**src/spab_pkg.sv**
```systemverilog
// constants for the s/pdif autobuffer and interrupt status block
package spab_pkg;
	// block geometry
	localparam int BLK_BITS = 192;
	localparam int IDX_W = 8;
	// register offsets
	localparam int ADDR_W = 8;
	localparam int DATA_W = 8;
	localparam logic [7:0] OFS_CTRL = 8'h00;
	localparam logic [7:0] OFS_MASK = 8'h04;
	localparam logic [7:0] OFS_STAT = 8'h08;
	localparam logic [7:0] OFS_LEVEL = 8'h0c;
	// control fields
	localparam int CTL_W = 4;
	localparam int CTL_CS = 0;
	localparam int CTL_UB = 1;
	localparam int CTL_ZADJ = 2;
	localparam int CTL_PINSEL = 3;
	localparam logic [3:0] CTRL_RST = 4'h0;
	// status and mask fields
	localparam int STAT_W = 6;
	localparam int ST_RATE_CONV = 0;
	localparam int ST_RECEIVER = 1;
	localparam int ST_REPEAT = 2;
	localparam int ST_DROP = 3;
	localparam int ST_OVERFLOW = 4;
	localparam int ST_UNDERRUN = 5;
	localparam logic [5:0] MASK_RST = 6'h00;
	localparam logic [5:0] STAT_RST = 6'h00;
	// user data framing
	localparam logic [3:0] MSG_GAP_RUN = 4'h8;
	localparam logic [2:0] IU_TAIL = 3'h7;
	// user bit elastic store
	localparam int FIFO_DEPTH = 64;
	localparam int FIFO_AW = 6;
	localparam logic [6:0] LO_WM = 7'h18;
	localparam logic [6:0] HI_WM = 7'h28;
	localparam logic [6:0] FULL_WM = 7'h38;
endpackage

```
**src/spab_rx_if.sv**
```systemverilog
// received channel status and user bit stream between modules
`timescale 1ns/1ps
interface spab_rx_if;
	logic frame;
	logic blk_start;
	logic cs;
	logic ub;
	modport src (output frame, output blk_start, output cs, output ub);
	modport snk (input frame, input blk_start, input cs, input ub);
endinterface

```
**src/spab_top.sv**
```systemverilog
// s/pdif autobuffer, interrupt status and shared pin select
// Functional notes
// RL1: received status and user bits reach the transmitter with no host access.
// RL2: separate enables for channel status and user bit copying.
// RL3: equal rates give transmitted bits identical to received bits.
// RL4: faster transmitter sends a received block a second time.
// RL5: slower transmitter may discard received blocks.
// RL6: host decides on professional streams with address or time bytes.
// RL7: zero adjust with faster transmitter adds zeros between messages.
// RL8: zero adjust with slower transmitter removes zeros between messages.
// RL9: when message gaps run short, zeros between units are removed too.
// RL10: zero insertion and removal only while zero adjust enable is set.
// RL11: status bits stay set until the status register is read.
// RL12: summary flags for rate converter and receiver faults.
// RL13: each status bit has a mask; only masked-in bits interrupt.
// RL14: pin shows left silence when select is 0, interrupt when 1.
// RL15: eight or more zeros between units end a message.
// RL16: interrupt pin high while any status and mask bit pair is one.
// RL17: an event in the cycle of a status read keeps its bit set.
`timescale 1ns/1ps
module spab_top (
	// clock and reset
	input wire logic core_clk,
	input wire logic reset_n,
	// register port
	input wire logic [spab_pkg::ADDR_W-1:0] reg_addr,
	input wire logic [spab_pkg::DATA_W-1:0] reg_wdata,
	input wire logic reg_wr,
	input wire logic reg_rd,
	output logic [spab_pkg::DATA_W-1:0] reg_rdata,
	// receiver buffers
	input wire logic rx_frame,
	input wire logic rx_blk_start,
	input wire logic rx_cs_bit,
	input wire logic rx_ub_bit,
	// transmitter buffers
	input wire logic tx_frame,
	input wire logic tx_blk_start,
	output logic tx_bit_valid,
	output logic tx_cs_bit,
	output logic tx_ub_bit,
	output logic tx_cs_auto,
	output logic tx_ub_auto,
	// fault events and silence flag
	input wire logic rate_conv_fault_evt,
	input wire logic receiver_fault_evt,
	input wire logic left_silence,
	// shared pin
	output logic left_silence_or_irq_pin
);
	// register state
	logic [spab_pkg::CTL_W-1:0] ctrl_r, ctrl_nxt;
	logic [spab_pkg::STAT_W-1:0] mask_r, mask_nxt;
	logic [spab_pkg::STAT_W-1:0] stat_r, stat_nxt;
	logic [spab_pkg::DATA_W-1:0] rdata_r, rdata_nxt;
	logic pin_r, pin_nxt;
	logic [spab_pkg::STAT_W-1:0] evt;
	// zero adjust state
	logic [2:0] rx_rem_r, rx_rem_nxt, tx_rem_r, tx_rem_nxt;
	logic [3:0] rx_run_r, rx_run_nxt, tx_run_r, tx_run_nxt;
	logic zmode, in_gap, msg_gap, drop_zero, insert_zero;
	logic f_push, f_pop, f_full, f_empty, f_head, z_bit;
	logic [spab_pkg::FIFO_AW:0] f_level;
	// transmit output state
	logic tx_val_r, tx_val_nxt, tx_cs_r, tx_cs_nxt, tx_ub_r, tx_ub_nxt;
	logic blk_cs, blk_ub, blk_rep, blk_drop;
	logic autocopy_chanstat_en, autocopy_userbit_en;
	logic zero_adjust_en, shared_pin_function_sel;

	// unit tracking: remaining bits of a unit, zero run between units
	function automatic logic [6:0] iu_step(input logic [2:0] rem,
			input logic [3:0] run, input logic bit_in);
		logic [2:0] r;
		logic [3:0] z;
		r = rem;
		z = run;
		if (rem != 3'h0) begin
			r = rem - 3'h1;
			z = 4'h0;
		end else if (bit_in) begin
			r = spab_pkg::IU_TAIL;
			z = 4'h0;
		end else if (run != 4'hf) begin
			z = run + 4'h1;
		end
		iu_step = {r, z};
	endfunction

	spab_rx_if rxs ();
	assign rxs.frame = rx_frame;
	assign rxs.blk_start = rx_blk_start;
	assign rxs.cs = rx_cs_bit;
	assign rxs.ub = rx_ub_bit;

	// block copy path, repeat and drop for rate mismatch
	spab_blkcopy #(
		.BITS(spab_pkg::BLK_BITS)
	) u_blk (
		.core_clk(core_clk),
		.reset_n(reset_n),
		.rx(rxs),
		.tx_frame(tx_frame),
		.tx_blk_start(tx_blk_start),
		.cs_bit(blk_cs),
		.ub_bit(blk_ub),
		.repeat_evt(blk_rep),
		.drop_evt(blk_drop)
	);

	spab_ubfifo #(
		.DEPTH(spab_pkg::FIFO_DEPTH),
		.AW(spab_pkg::FIFO_AW)
	) u_fifo (
		.core_clk(core_clk),
		.reset_n(reset_n),
		.push(f_push),
		.wdata(rx_ub_bit),
		.full(f_full),
		.pop(f_pop),
		.rdata(f_head),
		.empty(f_empty),
		.level(f_level)
	);

	always_comb begin
		autocopy_chanstat_en = ctrl_r[spab_pkg::CTL_CS];
		autocopy_userbit_en = ctrl_r[spab_pkg::CTL_UB];
		zero_adjust_en = ctrl_r[spab_pkg::CTL_ZADJ];
		shared_pin_function_sel = ctrl_r[spab_pkg::CTL_PINSEL];
	end

	// zero adjust: elastic user bit path
	always_comb begin
		zmode = autocopy_userbit_en && zero_adjust_en; // RL10
		in_gap = (rx_rem_r == 3'h0) && !rx_ub_bit;
		msg_gap = (rx_run_r >= spab_pkg::MSG_GAP_RUN); // RL15
		drop_zero = in_gap && ((msg_gap && f_level >= spab_pkg::HI_WM) // RL8
			|| f_level >= spab_pkg::FULL_WM); // RL9
		f_push = zmode && rx_frame && !drop_zero && !f_full;
		{rx_rem_nxt, rx_run_nxt} = {rx_rem_r, rx_run_r};
		if (zmode && rx_frame) begin
			{rx_rem_nxt, rx_run_nxt} = iu_step(rx_rem_r, rx_run_r, rx_ub_bit);
		end
		insert_zero = (tx_rem_r == 3'h0) && (f_empty
			|| (tx_run_r >= spab_pkg::MSG_GAP_RUN
			&& f_level < spab_pkg::LO_WM)); // RL7
		f_pop = zmode && tx_frame && !insert_zero && !f_empty;
		z_bit = f_pop ? f_head : 1'b0;
		{tx_rem_nxt, tx_run_nxt} = {tx_rem_r, tx_run_r};
		if (zmode && tx_frame) begin
			{tx_rem_nxt, tx_run_nxt} = iu_step(tx_rem_r, tx_run_r, z_bit);
		end
		if (!zmode) begin
			{rx_rem_nxt, rx_run_nxt} = 7'h00;
			{tx_rem_nxt, tx_run_nxt} = 7'h00;
		end
	end

	always_ff @(posedge core_clk or negedge reset_n) begin
		if (!reset_n) begin
			rx_rem_r <= 3'h0;
			rx_run_r <= 4'h0;
			tx_rem_r <= 3'h0;
			tx_run_r <= 4'h0;
		end else begin
			rx_rem_r <= rx_rem_nxt;
			rx_run_r <= rx_run_nxt;
			tx_rem_r <= tx_rem_nxt;
			tx_run_r <= tx_run_nxt;
		end
	end

	// transmitter bit outputs
	always_comb begin
		tx_val_nxt = tx_frame;
		tx_cs_nxt = tx_cs_r;
		tx_ub_nxt = tx_ub_r;
		if (tx_frame) begin
			tx_cs_nxt = autocopy_chanstat_en ? blk_cs : 1'b0; // RL1 RL2
			if (!autocopy_userbit_en) begin
				tx_ub_nxt = 1'b0; // RL2
			end else if (zmode) begin
				tx_ub_nxt = z_bit;
			end else begin
				tx_ub_nxt = blk_ub; // RL1
			end
		end
	end

	always_ff @(posedge core_clk or negedge reset_n) begin
		if (!reset_n) begin
			tx_val_r <= 1'b0;
			tx_cs_r <= 1'b0;
			tx_ub_r <= 1'b0;
		end else begin
			tx_val_r <= tx_val_nxt;
			tx_cs_r <= tx_cs_nxt;
			tx_ub_r <= tx_ub_nxt;
		end
	end

	// registers, sticky status, interrupt pin
	always_comb begin
		evt = '0;
		evt[spab_pkg::ST_RATE_CONV] = rate_conv_fault_evt; // RL12
		evt[spab_pkg::ST_RECEIVER] = receiver_fault_evt; // RL12
		evt[spab_pkg::ST_REPEAT] = blk_rep
			&& (autocopy_chanstat_en || (autocopy_userbit_en && !zmode));
		evt[spab_pkg::ST_DROP] = blk_drop
			&& (autocopy_chanstat_en || (autocopy_userbit_en && !zmode));
		evt[spab_pkg::ST_OVERFLOW] = zmode && rx_frame && !drop_zero && f_full;
		evt[spab_pkg::ST_UNDERRUN] = zmode && tx_frame && f_empty
			&& (tx_rem_r != 3'h0);
		ctrl_nxt = ctrl_r;
		mask_nxt = mask_r;
		if (reg_wr && reg_addr == spab_pkg::OFS_CTRL) begin
			ctrl_nxt = reg_wdata[spab_pkg::CTL_W-1:0];
		end
		if (reg_wr && reg_addr == spab_pkg::OFS_MASK) begin
			mask_nxt = reg_wdata[spab_pkg::STAT_W-1:0];
		end
		stat_nxt = stat_r;
		if (reg_rd && reg_addr == spab_pkg::OFS_STAT) begin
			stat_nxt = '0; // RL11
		end
		stat_nxt = stat_nxt | evt; // RL11 RL17
		rdata_nxt = '0;
		if (reg_rd) begin
			unique case (reg_addr)
				spab_pkg::OFS_CTRL: rdata_nxt = pad_ctrl(ctrl_r);
				spab_pkg::OFS_MASK: rdata_nxt = pad_stat(mask_r);
				spab_pkg::OFS_STAT: rdata_nxt = pad_stat(stat_r);
				spab_pkg::OFS_LEVEL: rdata_nxt = {1'b0, f_level};
				default: rdata_nxt = '0;
			endcase
		end
		if (shared_pin_function_sel) begin
			pin_nxt = |(stat_r & mask_r); // RL13 RL14 RL16
		end else begin
			pin_nxt = left_silence; // RL14
		end
	end

	function automatic logic [7:0] pad_ctrl(input logic [3:0] v);
		pad_ctrl = {4'h0, v};
	endfunction

	function automatic logic [7:0] pad_stat(input logic [5:0] v);
		pad_stat = {2'h0, v};
	endfunction

	always_ff @(posedge core_clk or negedge reset_n) begin
		if (!reset_n) begin
			ctrl_r <= spab_pkg::CTRL_RST;
			mask_r <= spab_pkg::MASK_RST;
			stat_r <= spab_pkg::STAT_RST;
			rdata_r <= '0;
			pin_r <= 1'b0;
		end else begin
			ctrl_r <= ctrl_nxt;
			mask_r <= mask_nxt;
			stat_r <= stat_nxt;
			rdata_r <= rdata_nxt;
			pin_r <= pin_nxt;
		end
	end

	always_comb begin
		reg_rdata = rdata_r;
		tx_bit_valid = tx_val_r;
		tx_cs_bit = tx_cs_r;
		tx_ub_bit = tx_ub_r;
		tx_cs_auto = ctrl_r[spab_pkg::CTL_CS];
		tx_ub_auto = ctrl_r[spab_pkg::CTL_UB];
		left_silence_or_irq_pin = pin_r;
	end
endmodule

```
**src/spab_blkcopy.sv**
```systemverilog
// block copy of channel status and user bits with repeat and drop
`timescale 1ns/1ps
module spab_blkcopy #(
	parameter int BITS = spab_pkg::BLK_BITS
) (
	// clock and reset
	input wire logic core_clk,
	input wire logic reset_n,
	// received stream
	spab_rx_if.snk rx,
	// transmitter side
	input wire logic tx_frame,
	input wire logic tx_blk_start,
	output logic cs_bit,
	output logic ub_bit,
	output logic repeat_evt,
	output logic drop_evt
);
	logic [BITS-1:0] fill_cs_r, fill_cs_nxt, fill_ub_r, fill_ub_nxt;
	logic [BITS-1:0] hold_cs_r, hold_cs_nxt, hold_ub_r, hold_ub_nxt;
	logic [BITS-1:0] out_cs_r, out_cs_nxt, out_ub_r, out_ub_nxt;
	logic [spab_pkg::IDX_W-1:0] fill_idx_r, fill_idx_nxt;
	logic [spab_pkg::IDX_W-1:0] out_idx_r, out_idx_nxt;
	logic hold_new_r, hold_new_nxt, loaded_r, loaded_nxt;
	logic [spab_pkg::IDX_W-1:0] widx;
	logic commit, take;

	always_comb begin
		fill_cs_nxt = fill_cs_r;
		fill_ub_nxt = fill_ub_r;
		fill_idx_nxt = fill_idx_r;
		hold_cs_nxt = hold_cs_r;
		hold_ub_nxt = hold_ub_r;
		out_cs_nxt = out_cs_r;
		out_ub_nxt = out_ub_r;
		out_idx_nxt = out_idx_r;
		hold_new_nxt = hold_new_r;
		loaded_nxt = loaded_r;
		repeat_evt = 1'b0;
		drop_evt = 1'b0;
		commit = 1'b0;
		widx = rx.blk_start ? '0 : fill_idx_r;
		// receiver side fills a block, aligned to the block start
		if (rx.frame && widx < spab_pkg::IDX_W'(BITS)) begin
			fill_cs_nxt[widx] = rx.cs;
			fill_ub_nxt[widx] = rx.ub;
			fill_idx_nxt = widx + 1'b1;
			commit = (widx == spab_pkg::IDX_W'(BITS - 1));
		end
		// transmitter takes the newest whole block at its block start
		take = tx_frame && tx_blk_start;
		if (take) begin
			out_idx_nxt = 8'h01;
			if (hold_new_r) begin
				out_cs_nxt = hold_cs_r;
				out_ub_nxt = hold_ub_r;
				hold_new_nxt = 1'b0;
				loaded_nxt = 1'b1;
			end else if (loaded_r) begin
				repeat_evt = 1'b1; // RL4
			end
		end else if (tx_frame && out_idx_r < spab_pkg::IDX_W'(BITS)) begin
			out_idx_nxt = out_idx_r + 1'b1;
		end
		if (commit) begin
			hold_cs_nxt = fill_cs_nxt;
			hold_ub_nxt = fill_ub_nxt;
			hold_new_nxt = 1'b1;
			drop_evt = hold_new_r && !take; // RL5
		end
		// first bit of a freshly taken block comes straight from hold
		if (take && hold_new_r) begin
			cs_bit = hold_cs_r[0]; // RL3
			ub_bit = hold_ub_r[0];
		end else if (take) begin
			cs_bit = out_cs_r[0];
			ub_bit = out_ub_r[0];
		end else if (out_idx_r < spab_pkg::IDX_W'(BITS)) begin
			cs_bit = out_cs_r[out_idx_r];
			ub_bit = out_ub_r[out_idx_r];
		end else begin
			// past the block end: no stale index into the store
			cs_bit = 1'b0;
			ub_bit = 1'b0;
		end
	end

	always_ff @(posedge core_clk or negedge reset_n) begin
		if (!reset_n) begin
			fill_cs_r <= '0;
			fill_ub_r <= '0;
			hold_cs_r <= '0;
			hold_ub_r <= '0;
			out_cs_r <= '0;
			out_ub_r <= '0;
			fill_idx_r <= '0;
			out_idx_r <= '0;
			hold_new_r <= 1'b0;
			loaded_r <= 1'b0;
		end else begin
			fill_cs_r <= fill_cs_nxt;
			fill_ub_r <= fill_ub_nxt;
			hold_cs_r <= hold_cs_nxt;
			hold_ub_r <= hold_ub_nxt;
			out_cs_r <= out_cs_nxt;
			out_ub_r <= out_ub_nxt;
			fill_idx_r <= fill_idx_nxt;
			out_idx_r <= out_idx_nxt;
			hold_new_r <= hold_new_nxt;
			loaded_r <= loaded_nxt;
		end
	end
endmodule

```
**src/spab_ubfifo.sv**
```systemverilog
// elastic store for user bits in zero adjust mode
`timescale 1ns/1ps
module spab_ubfifo #(
	parameter int DEPTH = spab_pkg::FIFO_DEPTH,
	parameter int AW = spab_pkg::FIFO_AW
) (
	// clock and reset
	input wire logic core_clk,
	input wire logic reset_n,
	// fill side
	input wire logic push,
	input wire logic wdata,
	output logic full,
	// drain side
	input wire logic pop,
	output logic rdata,
	output logic empty,
	output logic [AW:0] level
);
	logic [DEPTH-1:0] mem_r, mem_nxt;
	logic [AW-1:0] wp_r, wp_nxt, rp_r, rp_nxt;
	logic [AW:0] lvl_r, lvl_nxt;
	logic do_push, do_pop;

	always_comb begin
		full = (lvl_r == (AW+1)'(DEPTH));
		empty = (lvl_r == '0);
		level = lvl_r;
		rdata = mem_r[rp_r];
		do_push = push && !full;
		do_pop = pop && !empty;
		mem_nxt = mem_r;
		wp_nxt = wp_r;
		rp_nxt = rp_r;
		if (do_push) begin
			mem_nxt[wp_r] = wdata;
			wp_nxt = (wp_r == AW'(DEPTH - 1)) ? '0 : wp_r + 1'b1;
		end
		if (do_pop) begin
			rp_nxt = (rp_r == AW'(DEPTH - 1)) ? '0 : rp_r + 1'b1;
		end
		lvl_nxt = lvl_r + (AW+1)'(do_push) - (AW+1)'(do_pop);
	end

	always_ff @(posedge core_clk or negedge reset_n) begin
		if (!reset_n) begin
			mem_r <= '0;
			wp_r <= '0;
			rp_r <= '0;
			lvl_r <= '0;
		end else begin
			mem_r <= mem_nxt;
			wp_r <= wp_nxt;
			rp_r <= rp_nxt;
			lvl_r <= lvl_nxt;
		end
	end
endmodule

```
**config.mk**
```make
export PLATFORM = sky130hd
export DESIGN_NAME = spab_top
export DESIGN_NICKNAME = d
export VERILOG_FILES = /design/src/spab_pkg.sv /design/src/spab_rx_if.sv /design/src/spab_top.sv /design/src/spab_blkcopy.sv /design/src/spab_ubfifo.sv
export SDC_FILE = /design/constraint.sdc
export NUM_CORES = 2
export LEC_CHECK = 0
export BUFFER_PORTS_ARGS = -buffer_cell sky130_fd_sc_hd__buf_2
export CAP_MARGIN = 10
export CORE_MARGIN = 2
export CORE_UTILIZATION = 31
export CTS_CLUSTER_SIZE = 12
export DETAILED_ROUTE_END_ITERATION = 10
export RECOVER_POWER = 50
export SETUP_SLACK_MARGIN = 0.02
export SYNTH_ARGS = -nofsm -noshare
export SYNTH_HDL_FRONTEND = slang
export SYNTH_HIERARCHICAL = 1
export SYNTH_SLANG_ARGS = --single-unit
```
**constraint.sdc**
```tcl
create_clock -name core_clk -period 6 [get_ports core_clk]
set_input_delay 1.5 -clock core_clk [delete_from_list [all_inputs] [get_ports core_clk]]
set_output_delay 1.5 -clock core_clk [all_outputs]
set_load 0.01 [all_outputs]
```
# Yosys cells after proc, flatten, opt, wreduce, memory -nomap -nowiden
# Index checks and enable logic that the tools add are counted.
[op_classes]
eq_ne = 15
n_reduce_logical = 54
add_sub_neg = 10
muxes = 59
magnitude_cmp = 13
bitwise_logic = 2
[op_table]
columns = ["op", "count"]
rows = [
  ["192-bit bitwise mux", 2],
  ["192-bit two-way mux", 2],
  ["64-bit bitwise mux", 1],
  ["4-bit two-way mux", 10],
  ["1-bit logical AND", 30],
  ["7-bit case mux with 4 select lines", 1],
  ["3-bit two-way mux", 8],
  ["8-bit two-way mux", 3],
  ["1-bit two-way mux", 23],
  ["8-bit by 9-bit < comparator with 1-bit output, second input constant", 2],
  ["6-bit two-way mux", 3],
  ["8-bit by 1-bit adder with 8-bit output, second input constant", 2],
  ["1-bit binary-select mux with 8-bit select", 2],
  ["8-bit by 4-bit equality test with 1-bit output, second input constant", 2],
  ["8-bit < comparator, second input constant", 2],
  ["7-bit by 6-bit >= comparator with 1-bit output, second input constant", 2],
  ["6-bit by 7-bit < comparator with 1-bit output, second input constant", 2],
  ["6-bit by 1-bit adder with 6-bit output, second input constant", 2],
  ["6-bit equality test, second input constant", 2],
  ["2-bit AND reduction", 5],
  ["4-bit by 1-bit adder with 4-bit output, second input constant", 2],
  ["1-bit demux with 8-bit select", 1],
  ["8-bit by 3-bit equality test with 1-bit output, second input constant", 1],
  ["8-bit equality test, second input constant", 1],
  ["27 further kinds", 42],
]
[totals]
register_bits = 1295
output_inout_bits = 14

# Longest topological paths before layout
[logic_depth]
depth_word = 12
ltp_mapped = 17
depth_no_buf = 17

# Modules after synthesis
# Netlist, hierarchy kept.
[modules_own_cells]
columns = ["module", "n_inst", "area_each_um2", "cells_per_inst"]
rows = [
  ["spab_blkcopy", 1, 47963.5, 3356],
  ["spab_ubfifo", 1, 4404.2, 382],
  ["spab_top", 1, 2082.0, 188],
]

# Worst setup path before layout
# No wires, ideal clock.
[synth_path]
path_type = "input -> register"
from = "input port rx_blk_start"
to = "register u_blk.hold_cs_r[140]"
setup_ns = 0.125
path_slack_ns = 1.886
cell_stages = 13
required_time_ns = 5.875
t_arrival_ns = 3.990
cell_sequence = "buf_2 > clkbuf_1 > nand2b_1 > inv_1 > ha_1 > clkbuf_1 > nand3_1 > or2_2 > buf_2 > nor2_4 > buf_2 > buf_4 > mux2_2"
[synth_between]
elab_chain_len = 7
[synth_lines]
columns = ["element", "line_no", "rtl"]
rows = [
  ["start: declaration", "spab_top.sv:33", "input wire logic rx_blk_start,"],
  ["8-bit two-way mux *", "spab_blkcopy.sv:42", "widx = rx.blk_start ? '0 : fill_idx_r;"],
  ["8-bit by 9-bit < comparator with 1-bit output (implied by the code) or 8-bit by 1-bit >= comparator with 1-bit output (tied branches)", "spab_blkcopy.sv:45", "fill_cs_nxt[widx] = rx.cs;"],
  ["1-bit logical AND (implied by the code)", "spab_blkcopy.sv:45", ""],
  ["1-bit two-way mux (implied by the code)", "spab_blkcopy.sv:45", ""],
  ["1-bit demux with 8-bit select", "-", ""],
  ["192-bit bitwise mux", "spab_blkcopy.sv:45", ""],
  ["192-bit two-way mux", "spab_blkcopy.sv:44", "if (rx.frame && widx < spab_pkg::IDX_W'(BITS)) begin"],
  ["end signal: assignment", "spab_blkcopy.sv:103", "hold_cs_r <= hold_cs_nxt;"],
  ["end: declaration", "spab_blkcopy.sv:20", "logic [BITS-1:0] hold_cs_r, hold_cs_nxt, hold_ub_r, hold_ub_nxt;"],
]
# Mark *: on every way between the ends. The rest lies on a longest branch, timed or not.
# A chain may end at the register's enable or synchronous reset.

# Worst setup path after layout
[layout_path]
from = "input port tx_frame"
to = "register tx_cs_r, in the netlist tx_cs_bit"
[layout_between]
elab_chain_len = 4
[layout_lines]
columns = ["element", "line_no", "rtl"]
rows = [
  ["start: declaration", "spab_top.sv:37", "input wire logic tx_frame,"],
  ["1-bit logical AND *", "spab_blkcopy.sv:51", "take = tx_frame && tx_blk_start;"],
  ["1-bit two-way mux or 1-bit logical AND (tied branches)", "spab_blkcopy.sv:75, spab_blkcopy.sv:72", ""],
  ["1-bit two-way mux *", "spab_blkcopy.sv:72", "if (take && hold_new_r) begin"],
  ["named net blk_cs", "spab_top.sv:66", "logic blk_cs, blk_ub, blk_rep, blk_drop;"],
  ["1-bit two-way mux *", "spab_top.sv:179", "tx_cs_nxt = autocopy_chanstat_en ? blk_cs : 1'b0;"],
  ["end signal: assignment", "spab_top.sv:197", "tx_cs_r <= tx_cs_nxt;"],
  ["end: declaration", "spab_top.sv:65", "logic tx_val_r, tx_val_nxt, tx_cs_r, tx_cs_nxt, tx_ub_r, tx_ub_nxt;"],
]
# The timed path passes the listed nets; every way through them passes the cells marked *.

==> results.md <==
- Largest net degree at the start of global routing: 184
- DRT Wirelength: between 100,000 and 150,000 um
- Worst skew pair latency: 0.76 ns
- Cell Area, Synth: between 50,000 and 60,000 sq um
- CP Cell Sequence: clkbuf_1, buf_4, nand3_1, mux2_2, and2_1, a211o_1, or4_1, nor4b_1, buf_4, nand3_1, o21ai_0
- Clk slew on worst S/H paths: roughly 0.060 ns
- Post-Place Setup Slack: between 1 and 1.5 ns
- Clock Tree Buf Depth: 3
- Setup Crit Path Kind: in2reg
- Synthesis Warnings: 6
- CP arrival: about 5.5 ns
- Max-Cap Viols: 7
- Die area: approximately 180,000 sq um
- Layout cell share with drive strength beyond 1: 37.4%
- Most frequent cells in the layout: dfrtp_1 (1,289), mux2_2 (1,103), nand2_1 (421), nor2_1 (293), clkbuf_16 (139)
- Max Fclk: roughly 200 MHz
- Via density: slightly below 5
- Die H: 423 um
- Worst setup SP type: input port
- Slew Limit Fails: 572
- RD Place Congestion: between 0.7 and 0.8
- DR vias: 30,800
- Initial antenna violation count: 6
- Hold EP: u_blk/loaded_r
- Postcts setup bufs: 0
- Hold Crit Depth: 1
- Reg2reg setup slack: approximately 1.9 ns
- Clk sink count: 1,292
- Reg2reg end: tx_cs_bit
- Int Power: between 0.01 and 0.015 W
- Peak supply drop: between 300 and 400 uV
- Post-synthesis average cell area: ~14 sq um
- Final cell count without fillers: between 6,000 and 7,000
- Failing checks: capacitance limit, slew limit
- Global-route wire length before repair: ~200,000 um
- Hold slack: approximately 0.46 ns
- Drc violations: 0
- Dpl hpwl: ~76,000 um
- Area grow syn2layout: 12.5%
- Detailed Routing Iterations Pass 1: 5
- Port bufs: 39
- P per Cell Area: ~290 nW/um^2
- RSZ-0062 raised after global routing: false
- Hold Path Class: reg2reg
- Final WS setup: between 1 and 1.5 ns
- Top FF cell, synth: dfrtp_1
- Final ANT Viol Nets: 0
- Die width: 423 um
- Leakage: ~30 nW
- Site Rows: around 150
- Post-synthesis sequential element count: approximately 1,300
- Minimum clock period: ~4.9 ns
- Post-synth EDFFs: 0
- Max incr delay on CP: about 1.2 ns
- Total clock buffers created by CTS: 135
- Sequential Power Share: approximately 50%
- Clock power frac: between 40 and 50%
- Status: finished, violations left
- Worst Setup End Kind: register
- Setup violations, final: 0
- Nets@finish: approximately 4,000
- Reg-to-Reg Start: u_blk/out_idx_r[0]
- Cell depth of the worst flop-to-flop path: 9
- DRT iter0 DRCs: 1,807
- Switching share of power: about a quarter
- Slew @ Worst Pin: between 3 and 4 ns
- Top delay family on crit path: simple AND/OR/NAND/NOR gates
- Part of the Yosys area used for sequential elements: 59.4%
- Placed cell count: between 6,000 and 7,000
- Combinational share of power: roughly 6.0%
- HP Start: u_blk/loaded_r
- Synth Net Count: 3,980
- Post-synth cell types: 83
- Hold Vio Cnt, Final: 0
- Most common cell after layout, fill and taps aside: dfrtp_1
- WL/cell: ~20 um
- Hold_buf cts: 0
- CP max stage cell: nand3_1
- CTS H-tree depth: 4
- Core Region: roughly 170,000 sq um
- Post-synth ARST share: 100%
- Crit-path max FO: 31
- GRT Overall Usage: ~14%
- CTS Root Cell: clkbuf_16
- CTS tree: done
- Slew HR: -119%
- Final cycle utilization of the critical path: between 80% and 90%
- Net load switching power: approximately 0.0042 W
- Final Power: roughly 0.018 W
- # fillers: about 17,000
- Overflow after GRT: 0
- Cells resized by post-CTS repair: 0
- Fin Setup TNS: 0 ns
- Number of global-route vias before repair: 32,100
- Worst path required time: approximately 6.6 ns
- Starting Density: a little under a third
- IO Pins: 43
- Clock Skew: 0.0360 ns
- Worst path bufs/invs: 3
- Syn Inst Count: around 4,000
## power groups by stage
stage | clock [W] | combinational, W | sequential, W
4_1_cts | 0.00826 | 0.00110 | 0.00896
6_report | 0.00801 | 0.00108 | 0.00895
3_3_place_gp | 0 | 0.00109 | 0.00911
5_1_grt | 0.00862 | 0.00118 | 0.00896
3_5_place_dp | 0 | 0.00110 | 0.00912
2_1_floorplan | 0 | 0.000697 | 0.00899
## cell type report
type / instances / area, sq um / share of cell area (%)
well taps: 2325 / 2910 / 4.75
flip-flops and latches: 1292 / 32300 / 52.8
diodes: 2 / 5.00 / 0.00817
repair buffers: 105 / 873 / 1.43
clock buffers: 208 / 4030 / 6.57
clock inverters: 17 / 169 / 0.276
multi-input cells: 2367 / 20800 / 34.0
inverters: 31 / 116 / 0.190
## per-stage QoR
stage               utilization (%)  instance area [sq um]
floorplan                         -                  54400
global placement               32.8                  57200
detailed placement             32.8                  57200
CTS                            35.2                  61400
global route                   35.2                  61300
finish                         35.2                  61300
## registers in the layout, summed over array words and instances, names as in the netlist, 7 cells and up
| register | cells |
|---|---|
| u_blk/fill_idx_r | 8 |
| u_blk/out_cs_r | 192 |
| u_blk/hold_ub_r | 192 |
| u_blk/fill_ub_r | 191 |
| reg_rdata | 7 |
| u_blk/fill_cs_r | 191 |
| u_fifo/level | 7 |
| u_blk/out_ub_r | 192 |
| u_blk/out_idx_r | 8 |
| u_fifo/mem_r | 64 |
| u_blk/hold_cs_r | 192 |
## routing by layer
metal / share of wire [%] / GRT usage [%] / wire length (um)
met5: 0 / 0 / 0
met4: 2.2 / 4.30 / 2800
met3: 4.5 / 2.64 / 5620
met2: 46 / 21.7 / 57000
met1: 47 / 19.8 / 59000
## worst max path at each step
stage            startpoint                   end  slack, ns  depth (start not counted)
4_1_cts           rx_ub_bit       u_fifo/level[6]       2.06                         16
6_report           tx_frame             tx_cs_bit       1.15                         11
3_5_place_dp      rx_ub_bit       u_fifo/level[6]       1.24                         16
5_1_grt             reset_n      u_fifo/mem_r[17]       0.92                          3
3_3_place_gp      rx_ub_bit       u_fifo/level[6]       1.32                         16
2_1_floorplan  rx_blk_start  u_blk/hold_cs_r[140]       1.89                         13
## worst register-to-register path: stages (launching register included)
cell and delay (ns):
dfrtp_4 0.89, buf_12 0.44, mux4_2 0.51, o22ai_1 0.12
o41ai_1 1.06, or4_1 0.30, nor4b_1 0.32, buf_4 0.22
nand3_1 0.08, o21ai_0 0.08
## cells by family after synthesis
family / after synthesis / synth area share (%)
compound gates: 157 / 2.07
xor+xnor: 17 / 0.273
fa+ha+maj: 25 / 0.588
buf+inv: 267 / 2.35
flops: 1292 / 59.4
mux: 1258 / 28.1
other cells: 1 / 0.00689
simple gates: 909 / 7.22
## synthesized netlist by cell type (all sizes together) (24+ instances only)
library cell / number / area, sq um
a21oi: 25 / 125
a22oi: 25 / 188
buf: 89 / 608
clkbuf: 147 / 556
dfrtp: 1292 / 32300
ha: 24 / 300
inv: 31 / 116
mux2: 1123 / 12600
mux2i: 35 / 350
mux4: 100 / 2310
nand2: 421 / 1580
nand3: 46 / 230
nor2: 300 / 1150
(Power assumes the default switching activity.)
